**config.mk**
```make
export PLATFORM = sky130hd
export DESIGN_NAME = tcsw_top
export DESIGN_NICKNAME = d
export VERILOG_FILES = /design/src/rtl/tcsw_pkg.sv /design/src/rtl/tcsw_clkdiv.sv /design/src/rtl/tcsw_top.sv
export SDC_FILE = /design/constraint.sdc
export NUM_CORES = 1
export LEC_CHECK = 0
export ABC_AREA = 1
export BUFFER_PORTS_ARGS = -buffer_cell sky130_fd_sc_hd__buf_2
export CAP_MARGIN = 0
export CORE_MARGIN = 2
export CORE_UTILIZATION = 40
export CTS_BUF_LIST = sky130_fd_sc_hd__clkbuf_16
export DETAILED_ROUTE_END_ITERATION = 6
export PLACE_DENSITY = 0.66
export SYNTH_ARGS = -nofsm -noshare
export SYNTH_HDL_FRONTEND = slang
export SYNTH_SLANG_ARGS = --single-unit
```
**constraint.sdc**
```tcl
create_clock -name hclk -period 2.9 [get_ports hclk]
set_input_delay 0 -clock hclk [delete_from_list [all_inputs] [get_ports hclk]]
set_output_delay 0 -clock hclk [all_outputs]
set_load 0.02 [all_outputs]
```
**src/rtl/tcsw_pkg.sv**
```systemverilog
// Package for the trickle clock select and wake gating block.
// Assumes a single 100 MHz bus clock and 32-bit AHB-Lite register access.
package tcsw_pkg;
    // Register byte offsets
    localparam logic [7:0]  TCSW_OFF_SLOW_CFG  = 8'hF0;
    localparam logic [7:0]  TCSW_OFF_WAKE_STS  = 8'hF4;
    localparam logic [7:0]  TCSW_OFF_WAKE_MASK = 8'hF8;
    localparam logic [7:0]  TCSW_OFF_PWR_STS   = 8'hFC;
    // Field positions and reset values
    localparam int          TCSW_ABSENT_BIT    = 0;
    localparam logic [7:0]  TCSW_SLOW_CFG_RST  = 8'h00;
    localparam logic [17:0] TCSW_MASK_RST      = 18'h00000;
    localparam int          TCSW_NUM_SRC       = 18;
    // Wake status bit layout: ring1, ring2, kbd, mouse, key, group a[7:0], group b[3:0]
    localparam int          TCSW_BIT_RING1     = 0;
    localparam int          TCSW_BIT_RING2     = 1;
    localparam int          TCSW_BIT_KBD       = 2;
    localparam int          TCSW_BIT_MOUSE     = 3;
    localparam int          TCSW_BIT_KEY       = 4;
    localparam int          TCSW_BIT_GRPA      = 5;
    localparam int          TCSW_BIT_GRPB      = 13;
    // Derived slow clock: reference 14.318 MHz divided to about 32 kHz
    localparam int          TCSW_REF_KHZ       = 14318;
    localparam int          TCSW_SLOW_KHZ      = 32;
    localparam int          TCSW_DIV_HALF      = TCSW_REF_KHZ / (2 * TCSW_SLOW_KHZ);
    localparam logic [8:0]  TCSW_DIV_LAST      = 9'(TCSW_DIV_HALF - 1);
    // AHB encodings
    localparam logic [1:0]  TCSW_HTRANS_NONSEQ = 2'h2;
    localparam logic [1:0]  TCSW_HTRANS_SEQ    = 2'h3;
endpackage

```
**src/rtl/tcsw_clkdiv.sv**
```systemverilog
// Divider that derives a nominal 32 kHz slow clock from the reference clock.
// Assumes ref_tick marks each reference edge, sampled in the hclk domain.
`timescale 1ns/1ns
`default_nettype none
module tcsw_clkdiv
    import tcsw_pkg::*;
(
    input  wire logic hclk,
    input  wire logic hresetn,
    input  wire logic ref_tick,
    input  wire logic run,
    output logic      slow_tick
);
    logic [8:0] cnt_q;
    logic       cnt_wrap;

    // Wrap when the half-period count ends; halted counter gives no ticks
    assign cnt_wrap  = run && ref_tick && (cnt_q == TCSW_DIV_LAST);
    assign slow_tick = cnt_wrap;

    // Count reference edges only while the reference domain is powered
    always_ff @(posedge hclk or negedge hresetn)
    begin
        if (!hresetn)
            cnt_q <= 9'h000;
        else if (!run)
            cnt_q <= 9'h000;
        else if (ref_tick)
            cnt_q <= cnt_wrap ? 9'h000 : cnt_q + 9'h001;
    end
endmodule
`default_nettype wire

```
**src/rtl/tcsw_top.sv**
```systemverilog
// Slow clock selection, wake event gathering and host decode gating.
// Assumes trickle and main power states arrive as synchronous levels.
//
// Decided for this implementation: the AHB-Lite register port.
`timescale 1ns/1ns
`default_nettype none
module tcsw_top
    import tcsw_pkg::*;
(
    input  wire logic        hclk,
    input  wire logic        hresetn,
    input  wire logic        trickle_por_n,
    input  wire logic        internal_power_good,
    input  wire logic        main_supply_on,
    input  wire logic        hsel,
    input  wire logic [31:0] haddr,
    input  wire logic [1:0]  htrans,
    input  wire logic        hwrite,
    input  wire logic [2:0]  hsize,
    input  wire logic [31:0] hwdata,
    input  wire logic        hready,
    output logic [31:0]      hrdata,
    output logic             hreadyout,
    output logic             hresp,
    input  wire logic        slow_clock_tick,
    input  wire logic        reference_tick,
    input  wire logic        ring_indicator_one,
    input  wire logic        ring_indicator_two,
    input  wire logic        kbd_data_activity,
    input  wire logic        mouse_data_activity,
    input  wire logic        key_match,
    input  wire logic [7:0]  wake_input_group_a,
    input  wire logic [3:0]  wake_input_group_b,
    input  wire logic        general_pin_24_in,
    input  wire logic [11:0] wake_pin_out_req,
    output logic [11:0]      wake_pin_oe,
    output logic             debounce_tick,
    output logic             blink_tick,
    output logic             key_wake_tick,
    output logic             wake_event_out_n,
    output logic             wake_event_out_oe,
    output logic             irq
);
    logic [7:0]  slow_cfg_q;
    logic [17:0] sts_q;
    logic [17:0] sts_d;
    logic [17:0] mask_q;
    logic [17:0] src_q;
    logic [17:0] src_now;
    logic [17:0] src_rise;
    logic        ph_valid_q;
    logic        ph_write_q;
    logic [7:0]  ph_addr_q;
    logic [31:0] hrdata_q;
    logic        absent;
    logic        derived_tick;
    logic        key_tick;
    logic        addr_take;
    logic        wr_cfg;
    logic        wr_mask;
    logic        rd_sts;
    logic [31:0] rd_mux;
    logic        wake_pending;

    // Offset match on the low address byte only; the interconnect owns the
    // upper bits, so the register window repeats through the whole slot
    function automatic logic tcsw_hit
    (
        input logic [7:0] addr,
        input logic [7:0] off
    );
        return addr == off;
    endfunction

    // Decode of the address phase; power good low blocks every decode
    assign addr_take = hsel && hready && internal_power_good &&
                       (htrans == TCSW_HTRANS_NONSEQ || htrans == TCSW_HTRANS_SEQ);
    // Writes land in the data phase, the first cycle in which hwdata stands
    assign wr_cfg    = ph_valid_q && ph_write_q && tcsw_hit(ph_addr_q, TCSW_OFF_SLOW_CFG);
    assign wr_mask   = ph_valid_q && ph_write_q && tcsw_hit(ph_addr_q, TCSW_OFF_WAKE_MASK);
    assign rd_sts    = addr_take && !hwrite && tcsw_hit(haddr[7:0], TCSW_OFF_WAKE_STS);
    assign hreadyout = 1'b1;
    assign hresp     = 1'b0;
    assign hrdata    = hrdata_q;

    // Address phase capture for the following data phase
    always_ff @(posedge hclk or negedge hresetn)
    begin
        if (!hresetn)
        begin
            ph_valid_q <= 1'b0;
            ph_write_q <= 1'b0;
            ph_addr_q  <= 8'h00;
        end
        else if (hready)
        begin
            ph_valid_q <= addr_take;
            ph_write_q <= hwrite;
            ph_addr_q  <= haddr[7:0];
        end
    end

    // Read data mux; unmapped offsets read zero
    always_comb
    begin
        if (tcsw_hit(haddr[7:0], TCSW_OFF_SLOW_CFG))
            rd_mux = {24'h000000, slow_cfg_q};
        else if (tcsw_hit(haddr[7:0], TCSW_OFF_WAKE_STS))
            rd_mux = {14'h0000, sts_q};
        else if (tcsw_hit(haddr[7:0], TCSW_OFF_WAKE_MASK))
            rd_mux = {14'h0000, mask_q};
        else if (tcsw_hit(haddr[7:0], TCSW_OFF_PWR_STS))
            rd_mux = {29'h00000000, main_supply_on, internal_power_good, absent};
        else
            rd_mux = 32'h00000000;
    end

    // Read data registered in the address phase, valid in the data phase
    always_ff @(posedge hclk or negedge hresetn)
    begin
        if (!hresetn)
            hrdata_q <= 32'h00000000;
        else if (addr_take && !hwrite)
            hrdata_q <= rd_mux;
    end

    // Slow clock config lives on the trickle reset, not the bus reset
    always_ff @(posedge hclk or negedge trickle_por_n)
    begin
        if (!trickle_por_n)
            slow_cfg_q <= TCSW_SLOW_CFG_RST;
        else if (wr_cfg)
            slow_cfg_q <= hwdata[7:0];
    end

    assign absent = slow_cfg_q[TCSW_ABSENT_BIT];

    // Derived clock runs only while the reference has main power
    // Bus reset suffices for the divider: its count is lost with main power anyway
    tcsw_clkdiv u_div
    (
        .hclk      (hclk),
        .hresetn   (hresetn),
        .ref_tick  (reference_tick),
        .run       (main_supply_on),
        .slow_tick (derived_tick)
    );

    // Key wake falls back to derived clock; debounce and blink never do
    assign key_tick      = absent ? derived_tick : slow_clock_tick;
    assign key_wake_tick = key_tick;
    assign debounce_tick = absent ? 1'b0 : slow_clock_tick;
    assign blink_tick    = absent ? 1'b0 : slow_clock_tick;

    // Sources gathered; pin 24 has no path into wake logic
    // Bit 17 has no source and is tied low so the status word keeps its width
    assign src_now = {1'b0, wake_input_group_b, wake_input_group_a,
                      key_match && key_tick, mouse_data_activity,
                      kbd_data_activity, ring_indicator_two, ring_indicator_one};
    assign src_rise = src_now & ~src_q;

    // Pin drivers main powered: forced to input on trickle only
    assign wake_pin_oe = main_supply_on ? wake_pin_out_req : 12'h000;

    // Sticky status, set wins over the read clear
    // so an event that meets the clearing read is never lost
    assign sts_d = (rd_sts ? 18'h00000 : sts_q) | src_rise;

    // Wake logic stays on trickle reset so it lives without power good
    always_ff @(posedge hclk or negedge trickle_por_n)
    begin
        if (!trickle_por_n)
        begin
            src_q  <= 18'h00000;
            sts_q  <= 18'h00000;
            mask_q <= TCSW_MASK_RST;
        end
        else
        begin
            src_q  <= src_now;
            sts_q  <= sts_d;
            if (wr_mask)
                mask_q <= hwdata[17:0];
        end
    end

    // Open-drain wake output pulled low while an enabled event stands
    // Data is held low and only the enable moves: the pin can never drive high
    assign wake_pending      = |(sts_q & mask_q);
    assign wake_event_out_n  = 1'b0;
    assign wake_event_out_oe = wake_pending;
    assign irq               = wake_pending;

    // Checks
    a_cfg_write: assert property (@(posedge hclk) disable iff (!trickle_por_n)
        wr_cfg |=> slow_cfg_q == $past(hwdata[7:0]))
        else $error("config write lost");
    a_cfg_hold: assert property (@(posedge hclk) disable iff (!trickle_por_n)
        !wr_cfg |=> $stable(slow_cfg_q))
        else $error("config changed without write");
    a_ext_clock: assert property (@(posedge hclk) disable iff (!hresetn)
        !absent |-> key_wake_tick == slow_clock_tick && debounce_tick == slow_clock_tick)
        else $error("external clock not selected");
    a_derived_key: assert property (@(posedge hclk) disable iff (!hresetn)
        absent |-> key_wake_tick == derived_tick)
        else $error("derived clock not selected");
    a_no_fallback: assert property (@(posedge hclk) disable iff (!hresetn)
        absent |-> !debounce_tick && !blink_tick)
        else $error("debounce or blink on derived clock");
    a_key_dead: assert property (@(posedge hclk) disable iff (!hresetn)
        (absent && !main_supply_on) |-> !key_wake_tick)
        else $error("key wake clocked without power");
    a_ref_stop: assert property (@(posedge hclk) disable iff (!hresetn)
        !main_supply_on |-> !derived_tick)
        else $error("reference logic ran unpowered");
    a_no_decode: assert property (@(posedge hclk) disable iff (!hresetn)
        !internal_power_good |=> !ph_valid_q)
        else $error("decode without power good");
    a_wake_drive: assert property (@(posedge hclk) disable iff (!trickle_por_n)
        (src_rise[TCSW_BIT_RING1] && mask_q[TCSW_BIT_RING1]) |=> wake_event_out_oe)
        else $error("wake not driven");
    a_pin24_none: assert property (@(posedge hclk) disable iff (!trickle_por_n)
        ($rose(general_pin_24_in) && sts_q == 18'h00000 && $stable(src_now)) |=>
        sts_q == 18'h00000)
        else $error("pin 24 raised wake");
    a_input_only: assert property (@(posedge hclk) disable iff (!hresetn)
        !main_supply_on |-> wake_pin_oe == 12'h000)
        else $error("wake pin driven on trickle");
    c_wake: cover property (@(posedge hclk) disable iff (!trickle_por_n)
        $rose(wake_event_out_oe));
    c_absent: cover property (@(posedge hclk) disable iff (!hresetn)
        absent && key_wake_tick);
    c_clear: cover property (@(posedge hclk) disable iff (!trickle_por_n) rd_sts && |sts_q);

    // Clock selection and reference gating
    a_blink_ext: assert property (@(posedge hclk) disable iff (!hresetn)
        !absent |-> blink_tick == slow_clock_tick)
        else $error("blink not on external clock");
    a_key_gated: assert property (@(posedge hclk) disable iff (!trickle_por_n)
        src_rise[TCSW_BIT_KEY] |-> key_wake_tick)
        else $error("key event without key clock");
    a_div_gap: assert property (@(posedge hclk) disable iff (!hresetn)
        derived_tick |=> !derived_tick [*8])
        else $error("derived clock pulses too close");
    a_cfg_keep: assert property (@(posedge hclk) disable iff (!trickle_por_n)
        !hresetn |=> $stable(slow_cfg_q))
        else $error("bus reset touched config");

    // Host gating and pin drivers
    a_read_stale: assert property (@(posedge hclk) disable iff (!hresetn)
        !internal_power_good |=> $stable(hrdata))
        else $error("read decoded without power good");
    a_pin_follow: assert property (@(posedge hclk) disable iff (!hresetn)
        main_supply_on |-> wake_pin_oe == wake_pin_out_req)
        else $error("wake pin request lost on main power");

    // Sticky status, mask and wake output
    a_sts_sticky: assert property (@(posedge hclk) disable iff (!trickle_por_n)
        !rd_sts |=> (sts_q & $past(sts_q)) == $past(sts_q))
        else $error("status bit lost without read");
    a_set_wins: assert property (@(posedge hclk) disable iff (!trickle_por_n)
        (|src_rise) |=> (sts_q & $past(src_rise)) == $past(src_rise))
        else $error("event not captured in status");
    a_read_clear: assert property (@(posedge hclk) disable iff (!trickle_por_n)
        (rd_sts && src_rise == 18'h00000) |=> sts_q == 18'h00000)
        else $error("status not cleared by read");
    a_mask_write: assert property (@(posedge hclk) disable iff (!trickle_por_n)
        wr_mask |=> mask_q == $past(hwdata[17:0]))
        else $error("mask write lost");
    a_mask_hold: assert property (@(posedge hclk) disable iff (!trickle_por_n)
        !wr_mask |=> $stable(mask_q))
        else $error("mask changed without write");
    a_wake_level: assert property (@(posedge hclk) disable iff (!trickle_por_n)
        ((sts_q & mask_q) != 18'h00000) |-> wake_event_out_oe && irq && !wake_event_out_n)
        else $error("enabled event not driven");
    a_wake_release: assert property (@(posedge hclk) disable iff (!trickle_por_n)
        ((sts_q & mask_q) == 18'h00000) |-> !wake_event_out_oe && !irq)
        else $error("wake driven with no event");
    a_pg_low_wake: assert property (@(posedge hclk) disable iff (!trickle_por_n)
        (!internal_power_good && !wr_mask && src_rise[TCSW_BIT_RING2] &&
         mask_q[TCSW_BIT_RING2]) |=> wake_event_out_oe)
        else $error("wake lost without power good");
    a_grp_b_wake: assert property (@(posedge hclk) disable iff (!trickle_por_n)
        (!wr_mask && src_rise[TCSW_BIT_GRPB] && mask_q[TCSW_BIT_GRPB]) |=> wake_event_out_oe)
        else $error("group b pin did not wake");

    // Scenarios worth seeing: wake with host off, derived clock in use
    c_pg_wake: cover property (@(posedge hclk) disable iff (!trickle_por_n)
        !internal_power_good && $rose(wake_event_out_oe));
    c_derived: cover property (@(posedge hclk) disable iff (!hresetn)
        absent && main_supply_on && derived_tick);
endmodule
`default_nettype wire

```
# Yosys cells after proc, flatten, opt, wreduce, memory -nomap -nowiden
# Cells that the tools add are included.
# Widths: inputs -> output; s select.
totals:
  regBits: 112
  inputBits: 109
  output_inout_bits: 52
op_classes:
  add_sub_neg: 1
  n_eq_ne: 10
  n_mux: 11
  bitwise: 4
  n_reduce_logical: 14
ops:
  columns: ["op", "n"]
  rows:
  - ["$mux 18", 4]
  - ["$eq 8x8->1 const B", 6]
  - ["$mux 9", 3]
  - ["$and 17x18->18", 1]
  - ["$and 18x18->18", 1]
  - ["$not 17->18", 1]
  - ["$or 18x18->18", 1]
  - ["$reduce_or 18->1", 1]
  - ["$mux 12", 1]
  - ["$logic_and 1x1->1", 11]
  - ["$add 9x1->9 const B", 1]
  - ["$eq 9x8->1 const B", 1]
  - ["$eq 2x2->1 const B", 2]
  - ["$mux 3", 1]
  - ["$mux 1", 2]
  - ["$ne 2x1->1 const B", 1]
  - ["$logic_not 1->1", 1]
  - ["$logic_or 1x1->1", 1]

# Depth between registers and ports, before layout
# Gate-level depths: netlist (run 1).
depth:
  word_depth: 7
  ltp_mapped: 10

# Modules after synthesis
# Synthesis (run 1) repeated with hierarchy kept, for this count alone.
hier_totals:
  cells_unflattened: 544
  area_unflattened_um2: 4688.2
modules_own_cells:
  columns: ["mod", "instances", "cells_each", "area_per_inst_um2", "seq_area_each_um2"]
  rows:
  - ["tcsw_top", 1, 463, 4131.5, 2202.1]
  - ["tcsw_clkdiv", 1, 81, 556.8, 225.2]

# Least setup slack after synthesis (run 1)
# Ideal clock, no wire load.
synth_timing:
  path_type: "flip-flop to flip-flop"
  start: "reg ph_addr_q[1]"
  end: "reg slow_cfg_q[5]"
  arrival_ns: 1.152
  required_ns: 2.779
  path_slack_ns: 1.627
  stages_incl_launch_ff: 6
  synth_period_minus_slack_ns: 1.273
  path_cell_list: "dfrtp_1 -> nor3_1 -> nand3_1 -> buf_2 -> nand2_1 -> o21ai_1"
synth_via:
  elab_chain_cells: 2
synth_lines:
  columns: ["item", "line_no", "rtl"]
  rows:
  - ["start, declared", "tcsw_top.sv:53", "logic [7:0] ph_addr_q;"]
  - ["start signal, assigned", "tcsw_top.sv:99", "ph_addr_q <= haddr[7:0];"]
  - ["$eq 8x8->1", "tcsw_top.sv:72", "return addr == off;"]
  - ["$logic_and 1x1->1", "tcsw_top.sv:79", "assign wr_cfg = ph_valid_q && ph_write_q && tcsw_hit(ph_addr_q, TCSW_OFF_SLOW_CFG);"]
  - ["end signal, assigned", "tcsw_top.sv:133", "slow_cfg_q <= hwdata[7:0];"]
  - ["end, declared", "tcsw_top.sv:44", "logic [7:0] slow_cfg_q;"]
# No other way between the ends.
# A chain may end at the register's enable or synchronous reset.

# Final worst setup path (run 1)
layout_timing:
  start: "reg ph_addr_q[4]"
  end: "reg mask_q[17]"
layout_via:
  elab_chain_cells: 2
layout_lines:
  columns: ["item", "line_no", "rtl"]
  rows:
  - ["$eq 8x8->1", "tcsw_top.sv:72", null]
  - ["$logic_and 1x1->1", "tcsw_top.sv:80", "assign wr_mask = ph_valid_q && ph_write_q && tcsw_hit(ph_addr_q, TCSW_OFF_WAKE_MASK);"]
  - ["end signal, assigned", "tcsw_top.sv:183", "mask_q <= hwdata[17:0];"]
  - ["end, declared", "tcsw_top.sv:47", "logic [17:0] mask_q;"]
# No other way between the ends.

==> results.md, run 1 <==
STA:
- The clock skew after layout is 7.22 ps.
- The number of endpoints failing setup at the final stage is 0.
- For the pin with the worst max-slew slack, the measured transition is 836 ps.
- The share of the cycle needed by the critical path after routing is 0.647.
- Setup total negative slack on the finished layout was measured at 0 ps.
- The fmax is 0.533 GHz.
- The headroom to the max-slew limit is 0.443.
- The smallest clock period supported by the final layout is computed as 1880 ps.
- The worst hold slack is 55.5 ps.
- Setup repair after global routing left no endpoint under its margin.
- The number of hold violations in the final report is 0.
- The number of slew-limit violations in the final report is 0.

Yosys:
- The prevailing post-synth register cell is dfrtp_1.
- The number of cells produced by synthesis is 577.
- Yosys printed 0 warnings.
- Summed over all instances, the cell type with the most area after synthesis is dfrtp_1.
- After synthesis, the share of flip-flops with an asynchronous set or reset is 1.00.
- The synthesized design contains 97 register bits.
- The sequential element share of the synthesized area is 0.527.
- The mean instance size in the synthesized netlist is 7.98 um^2.
- Yosys attributes the largest share of cell area to dfrtp_1 (53%), nand2_1 (16%), inv_1 (6.6%).
- The count of cell types in the netlist is 30.
- The fraction of synthesized cell area taken by the top area cell type is 0.527.
- Yosys mapped a number of flops with a built-in enable equal to 0.
- The commonest cells after synthesis are nand2_1 (196), dfrtp_1 (97), inv_1 (81).
- nand2_1 is the most common cell in the netlist.
- The synthesized netlist occupies a cell area of 4600 um^2.

Route:
- For this run, the detailed router's first-pass iteration total came to 5.
- The number of nets still failing antenna checks after routing is 0.
- The residual DRC count is 0.
- Dividing the detail-routed via count by the number of cells gives 4.62.
- After the first detailed-routing iteration, the DRC count stood at 227.
- The final layout contains routed wiring with a total length of 10.8 mm.
- The average wire length per cell after detail routing is 12.4 um.
- For this block, the via count after detailed routing is 4019.

Critical path:
- Data on the critical path is required at its endpoint by 3140 ps.
- For this run, the slowest stage of the critical path takes 610 ps.
- The worst-path maximum fanout is 36.
- The number of buffers and inverters on the critical path is 1.
- The family with the most delay on the worst path is simple AND/OR/NAND/NOR gates.
- The start-to-end type of the worst setup path is reg2reg.
- STA classifies the critical path endpoint as a register.
- The slowest cell on the critical path is nand3_2.
- The signal on the critical path passes through inv_1 > nor3_1 > nand3_2 > o21ai_0.
- For the worst setup path, the data arrival time is 2110 ps.
- The startpoint class of the critical path is a register.

Floorplanning:
- The die footprint is 12400 um^2.
- The area of the placeable core is 11300 um^2.
- The initial utilization of the core area, before any placement, comes to 0.407.
- The number of standard-cell rows in the floorplan is 39.
- From bottom edge to top edge, the die measures 111 um.
- The die outline width is 111 um.
- In this run the count of I/O pins placed on the die edge is 161.

Placed design:
- The final weighted congestion in routability-driven placement is 0.810.
- Once placement finished, the instance area stood at 5120 um^2.
- Counting tap cells, the placed design contains a total of 804 instances.
- Detailed placement finished with a half-perimeter wire length of 7.68 mm.
- Buffers placed on the I/O ports in this run total 100.

GRT:
- The number of antenna violations at the first check in global routing is 0.
- The via count of the first global-routing pass is 3924.
- The first global-routing pass estimated 18.2 mm of wire.
- Global routing finished with a remaining overflow of 0.
- Entering global routing, the biggest net connects 38 pins.
- In the global route stage, overall resource usage came out at 0.181.

Final layout:
- For this run, the post-layout net count is 833.
- Relative to the synthesized area, the layout overhead comes to 28.5%.
- After routing the design area is 5920 um^2.
- Of the cells placed in the final design, the portion with a size suffix greater than 1 is 0.184.
- The non-filler instance count after layout is 870.
- The antenna diode count is 0.
- The final design utilization is 0.523.

Clock tree:
- The cts-stage hold buffer count is 50.
- The number of H-tree levels is 3.
- Gates resized during post-CTS repair numbered 0.
- The tree built by TritonCTS fans out to 97 sinks.
- Clock-pin slew was measured on the worst setup and hold paths at 70 ps.
- TritonCTS created 9 clock buffers.
- Clock latency on the worst-skew pair, taken at its later pin, is 350 ps.
- CTS placed an instance of clkbuf_16 at the clock tree root.
- TritonCTS built the clock tree.
- The number of buffers inserted to repair setup after CTS is 0.
- The maximum clock insertion buffer count is 2.

Pwr:
- The maximum VDD drop is 0.000416 V.
- The ratio of total power to cell area is 490 nW/um^2.
- The reported leakage power is 3.44 nW.

Status:
- The run finished with clean final reports.

Worst hold path:
- The path class of the tightest hold or removal check is in2reg.

Flow run:
- The reported max-cap violation count is 0.
-- layout make-up --
type | count | area, um^2
Clock buffer | 9 | 225
Clock inverter | 7 | 68.8
Fill cell | 1086 | 5400
Inverter | 86 | 324
Multi-Input combinational cell | 375 | 1670
Sequential cell | 97 | 2430
Tap cell | 143 | 179
Timing Repair Buffer | 153 | 1020
-- kinds of logic (layout without fill, tap and decap cells) --
kind of cell / Yosys count / after routing / synth area share
AOI/OAI and AO/OA: 66 / 66 / 0.0736
adders and majority gates: 2 / 2 / 0.00543
xor gates and xnor gates: 3 / 3 / 0.00571
other: 2 / 17 / 0.00163
buffers and inverters: 120 / 255 / 0.122
and+or+nand+nor: 285 / 285 / 0.259
muxes: 2 / 2 / 0.00489
DFF: 97 / 97 / 0.527
-- cell usage in the layout, fill, tap and decap left out, types with 3 or more instances in the layout --
master,instances
nand2_1,196
buf_2,100
dfrtp_1,97
inv_1,82
dlygate4sd3_1,50
nor2_1,36
nand3_1,31
o21ai_1,26
o21ai_0,24
conb_1,17
a21oi_1,11
nand4_1,9
clkbuf_16,9
inv_2,4
nor2_4,3
clkinv_2,3
nor3_1,3
buf_4,3
-- sequential cells by signal, indices dropped and copies added, names as in the netlist --
signal,count
hrdata,18
u_div.cnt_q,9
slow_cfg_q,8
ph_valid_q,1
mask_q,18
ph_addr_q,8
src_q,17
ph_write_q,1
sts_q,17
-- final timing paths --
path	from	end	slack (ps)	cells past startpoint
max	ph_addr_q[4]	mask_q[17]	1020	4
min	hready	ph_write_q	60	2
max reg2reg	ph_addr_q[4]	mask_q[17]	1020	4
min reg2reg	src_q[12]	sts_q[12]	400	1
max in group asynchronous	trickle_por_n	slow_cfg_q[0]	2030	3
min in group asynchronous	trickle_por_n	sts_q[15]	150	2
-- power by group --
part	switching (mW)	internal, mW	total, mW
sequential	0.0208	1.39	1.41
clock	0.523	0.669	1.19
combinational	0.170	0.121	0.292
total	0.714	2.18	2.90
-- routing by layer --
| layer | global-route usage | part of all wire |
|---|---|---|
| met1 | 0.242 | 0.46 |
| met2 | 0.299 | 0.47 |
| met3 | 0.0410 | 0.058 |
| met4 | 0.0477 | 0.013 |
| met5 | 0 | 0 |
-- metrics by stage --
stage	power, mW	setup slack (ps)
after global routing	3.02	810
after detailed placement	1.68	1020
after CTS	2.92	1010
after floorplan	1.58	1630
final	2.90	1020
after global placement	1.68	1110
Power figures use the tool's default switching activity.
==> run 2: changes to the inputs <==
clock period = 1.9 ns   (was 2.9 ns; I/O delays follow)
==> results.md, run 2 (synthesis results as in run 1) <==
Clock tree:
- The tree is rooted in a clkbuf_16.
- The clock insertion delay at the later pin of the skew report is 350 ps.
- The clock-pin slew on the worst setup and hold paths is 70 ps.
- The total CTS buffers is 9.
- The number of sinks driven by the clock tree is 97.
- The maximum clock insertion buffer count is 2.
- The number of H-tree levels is 3.
- The TritonCTS clock tree is yes.

Route:
- The average wire length per cell after detail routing is 12.6 um.
- Summed over all layers, the routed wires come to 11.0 mm.
- The detailed-route vias per instance is 4.64.
- The detail route stage leaves a number of antenna-violating nets equal to 0.
- In the routed design, unresolved DRC markers number 0.
- The number of detailed-route iterations in the first pass is 5.
- The detailed router finished its first iteration with 207 violations.
- Summing over every cut layer, the via total after detailed routing is 4054.

Floorplanning:
- The initial utilization of the core area, before any placement, comes to 0.407.
- In this run the core area contains 39 standard-cell rows.
- The floorplan step defined a die boundary enclosing 12400 um^2.
- The die is 111 um wide.
- The total area inside the core boundary comes to 11300 um^2.
- 161 I/O pins were placed.
- The die boundary height is 111 um.

GRT:
- The via count of the first global-routing pass is 3864.
- The maximum number of pins on one net before global-route repair is 38.
- The first global-routing pass estimated 18.3 mm of wire.
- The final global-route overflow total is 0.
- The number of antenna violations at the first check in global routing is 0.
- In the global route stage, overall resource usage came out at 0.184.

Worst hold path:
- The worst hold path belongs to the class in2reg.
- The startpoint of the lowest-slack hold path is main_supply_on.
- The depth of the worst hold-timing path is 3.
- The worst hold path terminates at u_div.cnt_q[8].

Critical path:
- The endpoint of the lowest-slack register-to-register path is src_q[4].
- STA classifies the critical path endpoint as a register.
- The start-to-end type of the worst setup path is reg2reg.
- The number of cells on the worst reg-to-reg path is 7.
- The setup slack of the worst register-to-register path is 170 ps.
- The launch point of the worst reg-to-reg path is u_div.cnt_q[0].
- Data on the critical path is required at its endpoint by 2190 ps.
- The worst-path maximum fanout is 5.
- The data arrival time of the critical path is 2020 ps.
- The worst setup path is launched from a register.

Final layout:
- In the layout the commonest cells are nand2_1 (196), buf_2 (100), dfrtp_1 (97).
- At the end of the flow, the number of nets in the layout was 836.
- In the final layout, the share of cells above drive strength 1 is 0.188.
- The antenna diode count is 0.
- Relative to the synthesized area, the layout overhead comes to 28.6%.
- The library cell used most frequently in the layout, excluding fill and tap cells, is nand2_1.
- At the end of the flow the core is filled with cells to 0.523.

Placed design:
- Port buffering added 100 buffers.
- The congestion estimate from routability-driven global placement came to 0.873.
- Detailed placement ended at an HPWL of 7.79 mm.

STA:
- The number of hold violations in the final report is 0.
- The clock skew after layout is 4.12 ps.
- At the pin with the least slew margin, the transition time is 858 ps.
- The smallest clock period supported by the final layout is computed as 1730 ps.
- The number of slew-limit violations in the final report is 0.
- Setup repair after global routing left no endpoint under its margin.
- The summed negative setup slack over all endpoints is 0 ps.
- In the finished design, the share of the clock period the worst path needs comes to 0.910.
- Based on the critical path, the design can be clocked at up to 0.579 GHz.
- Setup violations remaining at the end of the flow were counted as 0.
- Across all hold checks on the routed design, the worst slack comes to 50.8 ps.
- Measured against its own limit, the worst slew margin works out to 0.428.

Pwr:
- In this run the static leakage power is 3.45 nW.
- The completed layout was analyzed and its total power is 4.25 mW.
- For this design the ratio of total power to cell area is 718 nW/um^2.
- The maximum VDD drop is 0.000507 V.

Flow run:
- Across the run, the number of max-cap violations was 0.

Status:
- The run finished with clean final reports.
## run 2: changes by cell type in the layout (fill, tap and decap cells not counted)
cell / change
buf_4: +2
clkinv_2: +2
inv_6: -2
a21boi_0: -1
a21boi_1: +1
buf_12: +1
bufinv_16: -1
clkinvlp_4: +1
## run 2: worst max-delay path: stages, from the launching register on
cell	delay [ps]
dfrtp_1	430
inv_1	80
ha_1	160
nand2_1	60
nor2_1	100
nand4_1	130
a21boi_1	160
dlygate4sd3_1	560
## run 2: layout make-up
type                            count  area [um^2]
Multi-Input combinational cell    375         1670
Timing Repair Buffer              156         1060
Clock buffer                        9          225
Clock inverter                      7         38.8
Tap cell                          143          179
Sequential cell                    97         2430
Inverter                           86          324
Fill cell                        1087         5400
## run 2: how the worst max path moves through the flow
stage / from / end / slack, ps / depth (start not counted)
6_report: u_div.cnt_q[0] / src_q[4] / 170 / 7
5_1_grt: u_div.cnt_q[0] / src_q[4] / 50 / 7
4_1_cts: u_div.cnt_q[0] / src_q[4] / 170 / 7
3_5_place_dp: ph_addr_q[1] / mask_q[14] / 480 / 5
3_3_place_gp: ph_addr_q[4] / mask_q[14] / 550 / 6
2_1_floorplan: ph_addr_q[1] / slow_cfg_q[5] / 630 / 5
## run 2: routing by layer
layer  track usage  share of wire  vias up  wire length [um]
met5             0              0        -                 0
met1         0.240           0.46     1858              5040
met4        0.0642          0.017        0               187
met3        0.0334          0.053       18               584
li1              -              -     2041                 -
met2         0.309           0.47      137              5180
## run 2: stage by stage
stage                     instances  setup slack, ps  area (um^2)
final                           873              171         5920
after floorplan                 592              627         4660
after global placement          807              549         5160
after CTS                       873              171         5920
after global routing            873             48.7         5920
after detailed placement        807              482         5160
## run 2: what timing repair did
action                                 CTS  global route
hold buffers                            50             0
setup endpoints to repair                0             1
gates resized for setup                  0             1
buffers inserted                         0             0
endpoints found under the hold margin  135             0
## run 2: power by group
| part | leakage (nW) | switching, mW | internal [mW] |
|---|---|---|---|
| Combinational | 2.24 | 0.262 | 0.188 |
| Sequential | 1.08 | 0.0315 | 2.13 |
| Clock | 0.132 | 0.769 | 0.872 |
